<file path="config.mk">
export PLATFORM = sky130hd
export DESIGN_NAME = smh_lanes
export DESIGN_NICKNAME = d
export VERILOG_FILES = /design/src/rtl/smh_pkg.sv /design/src/rtl/smh_lanes.sv
export SDC_FILE = /design/constraint.sdc
export NUM_CORES = 1
export LEC_CHECK = 0
export BUFFER_PORTS_ARGS = -buffer_cell sky130_fd_sc_hd__buf_2
export CAP_MARGIN = 40
export CORE_MARGIN = 2
export CORE_UTILIZATION = 50
export CTS_CLUSTER_DIAMETER = 60
export DETAILED_ROUTE_END_ITERATION = 16
export PLACE_DENSITY_LB_ADDON = 0.15
export SYNTH_ARGS = -nofsm -noshare
export SYNTH_HDL_FRONTEND = slang
export SYNTH_HIERARCHICAL = 1
export SYNTH_SLANG_ARGS = --single-unit
</file>
<file path="constraint.sdc">
create_clock -name clk -period 4.07 [get_ports clk]
set_clock_uncertainty 0.2 [all_clocks]
set_input_delay 0.407 -clock clk [delete_from_list [all_inputs] [get_ports clk]]
set_output_delay 0.407 -clock clk [all_outputs]
set_load 0.01 [all_outputs]
</file>
<file path="src/rtl/smh_pkg.sv">
// Constants, enumerations and field layouts of the serial memory host lane logic.
// Assumes a single 250 MHz system clock; no bus, all settings arrive as ports.
// What this block does
// - Every byte moves most significant bit first, on every lane width.
// - Single width drives write bits on the lowest lane of the device's lane group, reads on the next, eight clocks.
// - Dual width moves two bits per clock, higher bit on higher lane.
// - Quad width sends upper nibble then lower nibble, highest bit highest lane.
// - Octal width moves a whole byte per clock, bit seven on lane seven.
// - Paired quad command, address and mode phases go out in quad width.
// - Paired quad data moves octal: low nibble lanes 3-0, high nibble 7-4.
// - Each read phase has its own width: single 0, quad 2, octal 3.
// - Dummy count and address bytes are minus one; mode, dummy have present flags.
// - Execute-in-place read with 0xEB single, quad address, mode, 4 dummies.
// - Address halving divides the bus address by two before sending.
// - Request triggers work only when enabled and in register mode.
// - Transmit request is active while transmit used count <= its threshold.
// - Receive request is active while receive used count > its threshold.
// - One interrupt line combines six causes.
// - Request causes set when the matching trigger becomes active.
// - Halved access with odd address or odd size raises an alignment fault.
// - Command queue write without free entry raises command overflow.
// - Transmit port write without room raises transmit overflow.
// - Receive port read with too few bytes raises receive fault.
// - Execute-in-place address matching every region selects every matching device.
// - All selected devices receive identical outgoing data at once.
package smh_pkg;

  typedef enum logic [1:0] {
    SMH_W_SINGLE = 2'h0,
    SMH_W_DUAL   = 2'h1,
    SMH_W_QUAD   = 2'h2,
    SMH_W_OCTAL  = 2'h3
  } smh_width_e;

  typedef enum logic [2:0] {
    SMH_ST_IDLE  = 3'h0,
    SMH_ST_CMD   = 3'h1,
    SMH_ST_ADDR  = 3'h2,
    SMH_ST_MODE  = 3'h3,
    SMH_ST_DUMMY = 3'h4,
    SMH_ST_DATA  = 3'h5
  } smh_phase_e;

  // Interrupt cause bit positions
  localparam int CAUSE_TX_REQ   = 0;
  localparam int CAUSE_RX_REQ   = 1;
  localparam int CAUSE_ALIGN    = 2;
  localparam int CAUSE_CMD_OVF  = 3;
  localparam int CAUSE_TX_OVF   = 4;
  localparam int CAUSE_RX_FAULT = 5;
  localparam int CAUSE_COUNT    = 6;

  // Command queue word layout
  localparam int CMD_RX_BIT   = 15;
  localparam int CMD_W_LSB    = 13;
  localparam int CMD_LAST_BIT = 12;
  localparam int CMD_SEL_LSB  = 8;
  localparam int CMD_CNT_LSB  = 0;
  localparam int CMD_BITS     = 16;

  // Serial clock timing
  localparam int CLK_NS       = 4;
  localparam int SCK_HALF_NS  = 80;
  localparam int SCK_HALF_CYC = (SCK_HALF_NS + CLK_NS - 1) / CLK_NS;

  // Values after reset
  localparam logic [3:0] RST_SEL_N = 4'hF;
  localparam logic [7:0] RST_OE_N  = 8'hFF;

  // Documented quad read instruction
  localparam logic [7:0] XIP_QUAD_READ_CODE = 8'hEB;

endpackage : smh_pkg
</file>
<file path="src/rtl/smh_lanes.sv">
// Serial memory host lane engine, request triggers, causes and byte queues.
// Assumes spi_data_in comes from pads; queue ports and settings are on clk.
`timescale 1ns/1ps
`default_nettype none

// ----------------------------------------------------------------------------
// Byte queue
// ----------------------------------------------------------------------------
module smh_fifo #(
  parameter int WIDTH = 8,
  parameter int DEPTH = 8,
  parameter int CW    = $clog2(DEPTH + 1)
) (
  input  wire logic             clk,
  input  wire logic             rst,
  input  wire logic             in_valid,
  output logic                  in_ready,
  input  wire logic [WIDTH-1:0] in_data,
  output logic                  out_valid,
  input  wire logic             out_ready,
  output logic      [WIDTH-1:0] out_data,
  output logic      [CW-1:0]    used
);
  localparam int AW = (DEPTH > 1) ? $clog2(DEPTH) : 1;

  typedef struct packed {
    logic [DEPTH-1:0][WIDTH-1:0] mem;
    logic [AW-1:0]               rd;
    logic [AW-1:0]               wr;
    logic [CW-1:0]               cnt;
  } smh_fifo_s;

  smh_fifo_s q;
  smh_fifo_s d;
  logic      push;
  logic      pop;

  // Flags come from the registered count
  assign in_ready  = (q.cnt != CW'(DEPTH));
  assign out_valid = (q.cnt != '0);
  assign out_data  = q.mem[q.rd];
  assign used      = q.cnt;

  // Pointer and count update
  always_comb
  begin
    d    = q;
    push = in_valid && in_ready;
    pop  = out_valid && out_ready;
    if (push)
    begin
      d.mem[q.wr] = in_data;
      d.wr        = (q.wr == AW'(DEPTH - 1)) ? '0 : AW'(q.wr + 1'b1);
    end
    if (pop)
      d.rd = (q.rd == AW'(DEPTH - 1)) ? '0 : AW'(q.rd + 1'b1);
    if (push && !pop)
      d.cnt = CW'(q.cnt + 1'b1);
    else if (pop && !push)
      d.cnt = CW'(q.cnt - 1'b1);
  end

  // State register
  always_ff @(posedge clk)
  begin
    if (rst)
      q <= '0;
    else
      q <= d;
  end
endmodule : smh_fifo

// ----------------------------------------------------------------------------
// Lane engine, triggers and causes
// ----------------------------------------------------------------------------
module smh_lanes #(
  parameter int FIFO_DEPTH = 8,
  parameter int CMD_DEPTH  = 4,
  parameter int CW         = $clog2(FIFO_DEPTH + 1)
) (
  input  wire logic                          clk,
  input  wire logic                          rst,
  input  wire logic                          enable,
  input  wire logic                          execute_in_place_select,
  input  wire logic [3:0][31:0]              dev_region_base,
  input  wire logic [3:0][31:0]              dev_region_mask,
  input  wire logic [3:0][1:0]               dev_lane_group,
  input  wire logic [3:0]                    halve_address,
  input  wire logic [1:0]                    rd_cmd_width,
  input  wire logic [7:0]                    rd_cmd_code,
  input  wire logic [1:0]                    rd_addr_width,
  input  wire logic [1:0]                    rd_addr_bytes_m1,
  input  wire logic                          rd_mode_present,
  input  wire logic [1:0]                    rd_mode_width,
  input  wire logic [7:0]                    rd_mode_code,
  input  wire logic                          rd_dummy_present,
  input  wire logic [4:0]                    rd_dummy_m1,
  input  wire logic [1:0]                    rd_data_width,
  input  wire logic                          xip_req,
  input  wire logic [31:0]                   xip_addr,
  input  wire logic [2:0]                    xip_size,
  output logic                               xip_busy,
  output logic [31:0]                        xip_rdata,
  output logic                               xip_rvalid,
  input  wire logic                          cmd_write,
  input  wire logic [smh_pkg::CMD_BITS-1:0]  cmd_word,
  input  wire logic                          write_queue_port_byte,
  input  wire logic                          write_queue_port_half,
  input  wire logic                          write_queue_port_word,
  input  wire logic [31:0]                   write_data,
  output logic                               write_port_ready,
  input  wire logic                          read_queue_port_byte,
  input  wire logic                          read_queue_port_half,
  input  wire logic                          read_queue_port_word,
  output logic [31:0]                        read_data,
  output logic                               read_valid,
  input  wire logic [CW-1:0]                 tx_trigger_level,
  input  wire logic [CW-1:0]                 rx_trigger_level,
  output logic                               transmit_fill_request,
  output logic                               receive_drain_request,
  input  wire logic [smh_pkg::CAUSE_COUNT-1:0] cause_clear,
  input  wire logic [smh_pkg::CAUSE_COUNT-1:0] cause_mask,
  output logic [smh_pkg::CAUSE_COUNT-1:0]    cause,
  output logic                               irq,
  output logic                               spi_clk,
  output logic [3:0]                         spi_select_n,
  output logic [7:0]                         spi_data_out,
  output logic [7:0]                         spi_data_oe_n,
  input  wire logic [7:0]                    spi_data_in
);
  typedef struct packed {
    smh_pkg::smh_phase_e phase;
    logic [3:0]  sel_n;
    logic        sck;
    logic        half;
    logic        need;
    logic [7:0]  sh;
    logic [2:0]  nib;
    logic [7:0]  bytes_left;
    logic [4:0]  dummy_left;
    logic [1:0]  addr_left;
    logic [31:0] addr_sh;
    logic [1:0]  width;
    logic        dir_rx;
    logic        xip;
    logic        last;
    logic [1:0]  xip_idx;
    logic [7:0]  dout;
    logic [7:0]  doe_n;
    logic [7:0]  sync1;
    logic [7:0]  sync2;
    logic [15:0] div;
    logic [5:0]  cause;
    logic        irq;
    logic        txreq;
    logic        rxreq;
    logic        busy;
    logic [31:0] xip_data;
    logic        xip_rvalid;
    logic [2:0]  wr_left;
    logic [31:0] wr_sh;
    logic        wr_ready;
    logic [2:0]  rd_left;
    logic [1:0]  rd_idx;
    logic [31:0] rd_acc;
    logic        rd_valid;
  } smh_lanes_s;

  smh_lanes_s q;
  smh_lanes_s d;

  // Queue side signals
  logic                         tx_in_ready;
  logic                         tx_push;
  logic [7:0]                   tx_push_data;
  logic                         tx_out_valid;
  logic                         tx_pop;
  logic [7:0]                   tx_head;
  logic [CW-1:0]                tx_used;
  logic                         rx_in_ready;
  logic                         rx_push;
  logic                         rx_out_valid;
  logic                         rx_pop;
  logic [7:0]                   rx_head;
  logic [CW-1:0]                rx_used;
  logic                         cmd_ready;
  logic                         cmd_valid;
  logic                         cmd_pop;
  logic [smh_pkg::CMD_BITS-1:0] cmd_head;

  // Lanes that carry data for one width
  function automatic logic [7:0] lane_mask(input logic [1:0] w);
    unique case (w)
      smh_pkg::SMH_W_SINGLE: lane_mask = 8'h01;
      smh_pkg::SMH_W_DUAL:   lane_mask = 8'h03;
      smh_pkg::SMH_W_QUAD:   lane_mask = 8'h0F;
      smh_pkg::SMH_W_OCTAL:  lane_mask = 8'hFF;
    endcase
  endfunction : lane_mask

  // Lowest lane of a device's lane group
  function automatic logic [2:0] lane_base(input logic [1:0] grp, input logic [1:0] w);
    lane_base = (w == smh_pkg::SMH_W_OCTAL) ? 3'h0 : {grp, 1'b0};
  endfunction : lane_base

  // Bits moved per serial clock
  function automatic logic [3:0] lane_bits(input logic [1:0] w);
    lane_bits = 4'(4'h1 << w);
  endfunction : lane_bits

  smh_fifo #(.WIDTH(8), .DEPTH(FIFO_DEPTH)) u_tx (
    .clk       (clk),
    .rst       (rst),
    .in_valid  (tx_push),
    .in_ready  (tx_in_ready),
    .in_data   (tx_push_data),
    .out_valid (tx_out_valid),
    .out_ready (tx_pop),
    .out_data  (tx_head),
    .used      (tx_used)
  );

  smh_fifo #(.WIDTH(8), .DEPTH(FIFO_DEPTH)) u_rx (
    .clk       (clk),
    .rst       (rst),
    .in_valid  (rx_push),
    .in_ready  (rx_in_ready),
    .in_data   (d.sh),
    .out_valid (rx_out_valid),
    .out_ready (rx_pop),
    .out_data  (rx_head),
    .used      (rx_used)
  );

  smh_fifo #(.WIDTH(smh_pkg::CMD_BITS), .DEPTH(CMD_DEPTH)) u_cmd (
    .clk       (clk),
    .rst       (rst),
    .in_valid  (cmd_write && !execute_in_place_select),
    .in_ready  (cmd_ready),
    .in_data   (cmd_word),
    .out_valid (cmd_valid),
    .out_ready (cmd_pop),
    .out_data  (cmd_head),
    .used      ()
  );

  // Next state of the whole block
  always_comb
  begin
    logic [5:0]  set;
    logic [3:0]  act;
    logic [3:0]  match;
    logic [1:0]  lead;
    logic [7:0]  b;
    logic [7:0]  chunk;
    logic [15:0] v;
    logic [15:0] m;
    logic [7:0]  rxc;
    logic [2:0]  wcnt;
    logic [2:0]  rcnt;
    logic [31:0] haddr;
    logic        tick;
    logic        stall;
    set     = '0;
    act     = ~q.sel_n;
    match   = '0;
    lead    = 2'h0;
    b       = q.sh;
    chunk   = 8'h00;
    v       = '0;
    m       = '0;
    rxc     = 8'h00;
    haddr   = xip_addr;
    stall   = 1'b0;
    wcnt    = 3'h0;
    rcnt    = 3'h0;
    d       = q;
    tx_pop  = 1'b0;
    rx_push = 1'b0;
    cmd_pop = 1'b0;
    d.sync1 = spi_data_in;
    d.sync2 = q.sync1;
    d.xip_rvalid = 1'b0;
    d.rd_valid   = 1'b0;
    tick    = (q.div == 16'(smh_pkg::SCK_HALF_CYC - 1));
    d.div   = tick ? 16'h0000 : 16'(q.div + 1'b1);
    for (int i = 3; i >= 0; i--)
      if (act[i])
        lead = 2'(i);
    for (int i = 0; i < 4; i++)
      match[i] = ((xip_addr & dev_region_mask[i]) == (dev_region_base[i] & dev_region_mask[i]));

    // Start a transfer from the idle state
    if (q.phase == smh_pkg::SMH_ST_IDLE)
    begin
      // Park the serial clock low between frames, a full half period after the last rise
      if (tick)
        d.sck = 1'b0;
      if (!enable)
        d.sel_n = smh_pkg::RST_SEL_N;
      else if (execute_in_place_select && xip_req)
      begin
        if (|(match & halve_address))
        begin
          haddr = {1'b0, xip_addr[31:1]};
          if (xip_addr[0] || xip_size[0])
            set[smh_pkg::CAUSE_ALIGN] = 1'b1;
        end
        d.addr_sh    = haddr << {2'(2'h3 - rd_addr_bytes_m1), 3'b000};
        d.addr_left  = rd_addr_bytes_m1;
        d.bytes_left = {5'h00, 3'(xip_size - 3'h1)};
        d.xip        = 1'b1;
        d.xip_idx    = 2'h0;
        d.xip_data   = '0;
        d.dir_rx     = 1'b1;
        d.need       = 1'b1;
        d.half       = 1'b0;
        d.width      = rd_cmd_width;
        if (match == 4'h0)
          d.xip_rvalid = 1'b1;
        else
        begin
          d.sel_n = ~match;
          d.phase = smh_pkg::SMH_ST_CMD;
        end
      end
      else if (!execute_in_place_select && cmd_valid)
      begin
        cmd_pop      = 1'b1;
        d.sel_n      = ~cmd_head[smh_pkg::CMD_SEL_LSB +: 4];
        d.width      = cmd_head[smh_pkg::CMD_W_LSB +: 2];
        d.dir_rx     = cmd_head[smh_pkg::CMD_RX_BIT];
        d.last       = cmd_head[smh_pkg::CMD_LAST_BIT];
        d.bytes_left = cmd_head[smh_pkg::CMD_CNT_LSB +: 8];
        d.xip        = 1'b0;
        d.need       = 1'b1;
        d.half       = 1'b0;
        d.phase      = (cmd_head[smh_pkg::CMD_SEL_LSB +: 4] == 4'h0) ? smh_pkg::SMH_ST_IDLE
                                                                   : smh_pkg::SMH_ST_DATA;
      end
    end
    // Drive edge: serial clock low, next chunk onto the lanes
    else if (tick && !q.half)
    begin
      if (q.phase == smh_pkg::SMH_ST_DATA && q.need && !q.xip)
        stall = q.dir_rx ? !rx_in_ready : !tx_out_valid;
      if (!stall)
      begin
        if (q.need)
        begin
          unique case (q.phase)
            smh_pkg::SMH_ST_CMD:  b = rd_cmd_code;
            smh_pkg::SMH_ST_ADDR: b = q.addr_sh[31:24];
            smh_pkg::SMH_ST_MODE: b = rd_mode_code;
            smh_pkg::SMH_ST_DATA: b = q.dir_rx ? 8'h00 : tx_head;
            default:              b = 8'h00;
          endcase
          tx_pop = (q.phase == smh_pkg::SMH_ST_DATA) && !q.dir_rx && !q.xip;
          d.nib  = 3'(4'h8 >> q.width) - 3'h1;
          d.need = 1'b0;
        end
        d.sh   = b;
        chunk  = b >> (4'h8 - lane_bits(q.width));
        d.dout = 8'h00;
        d.doe_n = smh_pkg::RST_OE_N;
        if (!(q.phase == smh_pkg::SMH_ST_DUMMY || (q.phase == smh_pkg::SMH_ST_DATA && q.dir_rx)))
        begin
          for (int i = 0; i < 4; i++)
            if (act[i])
            begin
              v = {8'h00, chunk & lane_mask(q.width)} << lane_base(dev_lane_group[i], q.width);
              m = {8'h00, lane_mask(q.width)} << lane_base(dev_lane_group[i], q.width);
              d.dout  = d.dout | v[7:0];
              d.doe_n = d.doe_n & ~m[7:0];
            end
        end
        d.sck  = 1'b0;
        d.half = 1'b1;
      end
    end
    // Sample edge: serial clock high, chunk from the lead device
    else if (tick && q.half)
    begin
      d.sck  = 1'b1;
      d.half = 1'b0;
      if (q.width == smh_pkg::SMH_W_SINGLE)
        rxc = {7'h00, q.sync2[3'(lane_base(dev_lane_group[lead], q.width) + 3'h1)]};
      else
        rxc = (q.sync2 >> lane_base(dev_lane_group[lead], q.width)) & lane_mask(q.width);
      d.sh = 8'(q.sh << lane_bits(q.width)) | rxc;
      if (q.phase == smh_pkg::SMH_ST_DUMMY)
      begin
        d.dummy_left = 5'(q.dummy_left - 1'b1);
        if (q.dummy_left == 5'h00)
        begin
          d.phase = smh_pkg::SMH_ST_DATA;
          d.width = rd_data_width;
          d.need  = 1'b1;
        end
      end
      else if (q.nib != 3'h0)
        d.nib = 3'(q.nib - 1'b1);
      else
      begin
        d.need = 1'b1;
        unique case (q.phase)
          smh_pkg::SMH_ST_CMD:
          begin
            d.phase = smh_pkg::SMH_ST_ADDR;
            d.width = rd_addr_width;
          end
          smh_pkg::SMH_ST_ADDR, smh_pkg::SMH_ST_MODE:
          begin
            d.addr_sh   = q.addr_sh << 8;
            d.addr_left = 2'(q.addr_left - 1'b1);
            if (q.phase == smh_pkg::SMH_ST_ADDR && q.addr_left != 2'h0)
              d.phase = smh_pkg::SMH_ST_ADDR;
            else if (q.phase == smh_pkg::SMH_ST_ADDR && rd_mode_present)
            begin
              d.phase = smh_pkg::SMH_ST_MODE;
              d.width = rd_mode_width;
            end
            else if (rd_dummy_present)
            begin
              d.phase      = smh_pkg::SMH_ST_DUMMY;
              d.dummy_left = rd_dummy_m1;
            end
            else
            begin
              d.phase = smh_pkg::SMH_ST_DATA;
              d.width = rd_data_width;
            end
          end
          smh_pkg::SMH_ST_DATA:
          begin
            if (q.xip)
            begin
              d.xip_data[{q.xip_idx, 3'b000} +: 8] = d.sh;
              d.xip_idx = 2'(q.xip_idx + 1'b1);
            end
            else if (q.dir_rx)
              rx_push = 1'b1;
            d.bytes_left = 8'(q.bytes_left - 1'b1);
            if (q.bytes_left == 8'h00)
            begin
              d.phase = smh_pkg::SMH_ST_IDLE;
              d.doe_n = smh_pkg::RST_OE_N;
              d.xip_rvalid = q.xip;
              if (q.xip || q.last)
                d.sel_n = smh_pkg::RST_SEL_N;
            end
          end
          default:
            d.phase = smh_pkg::SMH_ST_IDLE;
        endcase
      end
    end
    d.busy = (d.phase != smh_pkg::SMH_ST_IDLE);

    // Command queue overflow
    if (cmd_write && !execute_in_place_select && !cmd_ready)
      set[smh_pkg::CAUSE_CMD_OVF] = 1'b1;

    // Transmit ports: stage a word, push one byte per cycle
    wcnt = write_queue_port_word ? 3'h4 : write_queue_port_half ? 3'h2 : write_queue_port_byte ? 3'h1 : 3'h0;
    tx_push      = (q.wr_left != 3'h0);
    tx_push_data = q.wr_sh[7:0];
    if (tx_push && tx_in_ready)
    begin
      d.wr_sh   = q.wr_sh >> 8;
      d.wr_left = 3'(q.wr_left - 1'b1);
    end
    if (wcnt != 3'h0 && !execute_in_place_select)
    begin
      if (q.wr_left != 3'h0 || (CW'(FIFO_DEPTH) - tx_used) < CW'(wcnt))
        set[smh_pkg::CAUSE_TX_OVF] = 1'b1;
      else
      begin
        d.wr_sh   = write_data;
        d.wr_left = wcnt;
      end
    end
    d.wr_ready = (d.wr_left == 3'h0);

    // Receive ports: check fill, then pop one byte per cycle
    rcnt   = read_queue_port_word ? 3'h4 : read_queue_port_half ? 3'h2 : read_queue_port_byte ? 3'h1 : 3'h0;
    rx_pop = (q.rd_left != 3'h0);
    if (rx_pop && rx_out_valid)
    begin
      d.rd_acc[{q.rd_idx, 3'b000} +: 8] = rx_head;
      d.rd_idx  = 2'(q.rd_idx + 1'b1);
      d.rd_left = 3'(q.rd_left - 1'b1);
      d.rd_valid = (q.rd_left == 3'h1);
    end
    if (rcnt != 3'h0 && !execute_in_place_select)
    begin
      if (q.rd_left != 3'h0 || rx_used < CW'(rcnt))
        set[smh_pkg::CAUSE_RX_FAULT] = 1'b1;
      else
      begin
        d.rd_left = rcnt;
        d.rd_idx  = 2'h0;
        d.rd_acc  = '0;
      end
    end

    // Level triggers, gated by enable and register mode
    d.txreq = enable && !execute_in_place_select && (tx_used <= tx_trigger_level);
    d.rxreq = enable && !execute_in_place_select && (rx_used > rx_trigger_level);
    set[smh_pkg::CAUSE_TX_REQ] = d.txreq && !q.txreq;
    set[smh_pkg::CAUSE_RX_REQ] = d.rxreq && !q.rxreq;

    // Sticky causes: a set in the clearing cycle wins
    d.cause = (q.cause & ~cause_clear) | set;
    d.irq   = |(d.cause & cause_mask);
  end

  // State register
  always_ff @(posedge clk)
  begin
    if (rst)
    begin
      q       <= '0;
      q.sel_n <= smh_pkg::RST_SEL_N;
      q.doe_n <= smh_pkg::RST_OE_N;
      q.wr_ready <= 1'b1;
    end
    else
      q <= d;
  end

  // Outputs straight from the state register
  assign xip_busy              = q.busy;
  assign xip_rdata             = q.xip_data;
  assign xip_rvalid            = q.xip_rvalid;
  assign write_port_ready      = q.wr_ready;
  assign read_data             = q.rd_acc;
  assign read_valid            = q.rd_valid;
  assign transmit_fill_request = q.txreq;
  assign receive_drain_request = q.rxreq;
  assign cause                 = q.cause;
  assign irq                   = q.irq;
  assign spi_clk               = q.sck;
  assign spi_select_n          = q.sel_n;
  assign spi_data_out          = q.dout;
  assign spi_data_oe_n         = q.doe_n;
endmodule : smh_lanes

`default_nettype wire

</file>
=== Word level (Yosys, flattened, before mapping) ===
Index checks and enable logic that the tools add are counted.

* Add/sub/neg operators: 29
* Multipliers: 0
* Div/mod/pow operators: 0
* $lt $le $gt $ge: 15
* Eq/ne operators: 46
* Shift-type cells: 18
* Mux-type cells: 231
* Bitwise gates (word level): 37
* Reduce and logical (&&, ||, !) cells: 109

{| class="wikitable"
|+ Operators with widths
! operator !! number
|-
| $mux 8 || 49
|-
| $mux 16 || 19
|-
| $mux 33 || 8
|-
| $and 32x32->32 || 8
|-
| $bwmux 64 || 3
|-
| $mux 32 || 5
|-
| $eq 32x32->1 || 4
|-
| $mux 35 || 3
|-
| $mux 49 || 2
|-
| $mux 7 || 12
|-
| $mux 37 || 2
|-
| $mux 70 || 1
|-
| $mux 34 || 2
|-
| $and 8x8->8 || 8
|-
| $bwmux 32 || 2
|-
| $pmux 8 s4 || 2
|-
| $shift 8x7->32 const A || 2
|-
| $shiftx 8x7->32 || 2
|-
| $shl 8x3->8 || 8
|-
| $mux 3 || 21
|-
| $mux 2 || 25
|-
| $bmux 8 s3 || 2
|-
| $demux 8 s3 || 2
|-
| $mux 1 || 41
|-
| 84 further kinds || 252
|}

* Bits in registers: 459
* Latch bits: 0
* Memory bits (writable): 0
* Memory bits (read-only): 0
* Input bits: 424
* Memories: 0

=== Logic depth before layout (Yosys ltp) ===
* Depth in word-level cells: 34
* Mapped depth: 15
* Depth with buffers taken out: 15

=== Modules after synthesis ===
The synthesis kept the hierarchy.

{| class="wikitable"
|+ By module, submodules not included
! module !! instances !! cells an instance !! area each (µm²) !! sequential area each (µm²)
|-
| smh_lanes || 1 || 1955 || 15717.6 || 4804.6
|-
| smh_fifo (u_tx) || 1 || 318 || 3452.1 || 1481.4
|-
| smh_fifo (u_rx) || 1 || 319 || 3415.8 || 1481.4
|-
| smh_fifo (u_cmd) || 1 || 292 || 3372.0 || 1421.4
|}

=== Worst setup path after synthesis ===
Ideal clock, no wire load.

* Path type: reg-to-reg
* Start point: register q[117] (netlist name)
* End point: register u_rx.q, in the netlist u_rx/used[3]
* Arrival time: 3.494 ns
* Setup slack: 0.255 ns
* Cell stages (with the launch flop): 16
* Path buffers: 0
* Cells stage by stage: dfxtp_1 -> ha_1 -> nor4b_2 -> nand4_2 -> nor2_2 -> nand3_1 -> nor3_1 -> nand2_1 -> inv_1 -> ha_1 -> inv_1 -> ha_1 -> a21oi_1 -> a211oi_1 -> a31oi_1 -> mux2_2

{| class="wikitable"
|+ RTL lines
! what !! line !! source
|-
| to (signal assigned) || smh_lanes.sv:67 || <nowiki>q <= '0;</nowiki>
|-
| to (signal assigned) || smh_lanes.sv:69 || <nowiki>q <= d;</nowiki>
|-
| to (decl) || smh_lanes.sv:33 || <nowiki>smh_fifo_s q;</nowiki>
|}

==> impl_metrics.yaml <==
outcome:
  status: "finished, final reports clean"
clocking:
  clock_latency_ns: 0.60
  numCtsBuffers: 52
  post_cts_buffers: 0
  cts_root_buf: "clkbuf_16"
  ctsResizeCount: 0
  cts_tree: "yes"
  clk_pin_slew_worst_paths_ns: 0.06
  htreeDepth: 2
  clk_path_buf_depth: 3
  cts_hold_buf: 69
  cts.sinks: 459
logic_synthesis:
  netlist_instances: 2881
  synth_area_per_cell_um2: 9.00
  ys.warnings.count: 6
  synth.net_count: 3365
  syn_area_mm2: 0.0259
floorplan:
  num_rows: 83
  coreArea_mm2: 0.0513
  fp.dieH_um: 232
  start_util: 0.506
  die_w_um: 232
  io_pins: 522
  die-area_mm2: 0.0537
timing:
  max-slew-margin-rel: 0.406
  fmax_ghz: 0.257
  setup_viol: 0
  drv_slew: 0
  fin_crit_sh: 0.954
  rsz0062_at_grt: "false"
  worst_slew_pin_slew_ns: 0.889
  period_minus_slack_ns: 3.88
  hold_slack_ns: 0.0194
  fin_tns_setup_ns: 0
  fin_ws_ns: 0.186
  hold_viol_final: 0
setup_path:
  critical_path_class: "register to register"
  start_kind: "register"
  worstPathRequired_ns: 4.36
  crit_arrival_ns: 4.17
  path_cells: "nand2_1 > nor2_1 > nand3_1 > nor4_1 > buf_4 > nand2_1 > ha_1 > inv_1 > ha_1 > a21oi_1 > a211oi_1 > a31oi_1 > mux2_2"
  cp_max_fo: 11
  cp_slowest_stage_delay_ns: 0.57
  cp-end-kind: "register"
  cpLargestDelayFamily: "simple AND/OR/NAND/NOR gates"
  crit_path_top_delay_cell: "dfxtp_1"
  cp_num_buf_inv: 2
global_routing:
  antenna_found_initial: 17
  grt_pass1_wl_um: 143000
  grt_max_degree: 126
  grt_pass1_vias: 23700
  grt_usage: 0.350
  overflow: 0
final_layout:
  nNetsFinal: 3774
  syn_to_final_growth_pct: 18.5
  drive_above_1_share: 0.248
  final_util: 0.599
detailed_routing:
  detail-route-antenna-nets: 0
  dr_wl_met2_um: 47500
  drt_wl_total_um: 97200
  drtIter0Drc: 1873
  firstDrtPassIters: 5
  wl_per_cell_um: 24.2
  m1WireLength_um: 35700
  drc: 0
  via_per_inst: 5.94
  wl_met3_um: 6600
  highest_layer: "met5"
  vias: 23800
hold_path:
  hold_class: "primary input to register"
power_and_ir_drop:
  seqPwrFrac: 0.393
  sw_frac_of_total: 0.323
  p_per_area_mw_per_mm2: 432
  vdd_ir_drop_max_mv: 0.326
  leakage_nw: 13.0
  switchingPower_mw: 4.29
  p_int_mw: 8.98
  p_clk_frac: 0.360
  p_comb_frac: 0.246
place:
  hpwl_um: 75100
  io_buffer_count: 521
  gp_congestion: 1.15
  dp_slack_ns: 0.200
job:
  maxCapViolCount: 0
[worst register-to-register path: stages, from the launching register on]
cell and delay (ns):
dfxtp_1 0.57, nand2_1 0.22, nor2_1 0.33, nand3_1 0.15
nor4_1 0.47, buf_4 0.20, nand2_1 0.11, ha_1 0.24
inv_1 0.15, ha_1 0.30, a21oi_1 0.21, a211oi_1 0.12
a31oi_1 0.19, mux2_2 0.35
[stage by stage]
| stage | total power [mW] | instances | area, µm² |
|---|---|---|---|
| 2_1_floorplan | 7.38 | 2881 | 25900 |
| 3_3_place_gp | 8.35 | 3840 | 28200 |
| 3_5_place_dp | 8.46 | 3847 | 28300 |
| 4_1_cts | 13.3 | 4007 | 30700 |
| 5_1_grt | 13.8 | 4013 | 30700 |
| 6_report | 13.3 | 4016 | 30700 |
[layout make-up]
class	instances	area, µm²
clock buffers	70	1460
repair buffers	667	3940
flip-flops and latches	459	9190
diodes	9	22.5
inverters	72	270
fillers	4501	20600
clock inverters	21	289
multi-input cells	2038	14700
well taps	680	851
[metal layers]
layer	vias up	track usage
met4	12	0.235
met3	290	0.0639
met2	1102	0.608
li1	11000	-
met1	11400	0.392
met5	-	0
[worst paths after layout]
path,start,endpoint,slack [ns],cells past startpoint
min,rst,q[37],0.02,2
max,q[237],u_tx/used[3],0.19,13
max reg2reg,q[237],u_tx/used[3],0.19,13
min reg2reg,d[134],q[134],0.24,1
[power by group through the flow]
stage / sequential, mW / clock [mW] / combinational (mW)
floorplan: 5.10 / 0 / 2.28
global placement: 5.28 / 0 / 3.07
detailed placement: 5.30 / 0 / 3.15
CTS: 5.21 / 4.84 / 3.22
global route: 5.26 / 5.03 / 3.54
finish: 5.22 / 4.78 / 3.27
[placed cells by master, fill, tap and decap left out, types with 57 or more instances in the layout]
cell type,count
a21oi_1,149
a22oi_1,132
buf_2,526
buf_4,66
dfxtp_1,459
dlygate4sd3_1,69
ha_1,57
inv_1,70
mux2i_1,211
mux4_2,72
nand2_1,165
nand2b_1,104
nand3_1,99
nor2_1,357
o21ai_0,64
xor2_1,141
[flip-flops by register name (all words and copies together) (netlist names), 3 cells and up]
signal         cells
xip_rdata         32
cause              6
spi_select_n       4
q                134
spi_data_out       8
u_cmd/used         3
d                  8
u_tx/q            70
u_tx/used          4
u_cmd/q           68
read_data         32
spi_data_oe_n      8
u_rx/used          4
u_rx/q            70
(Power assumes the default switching activity.)
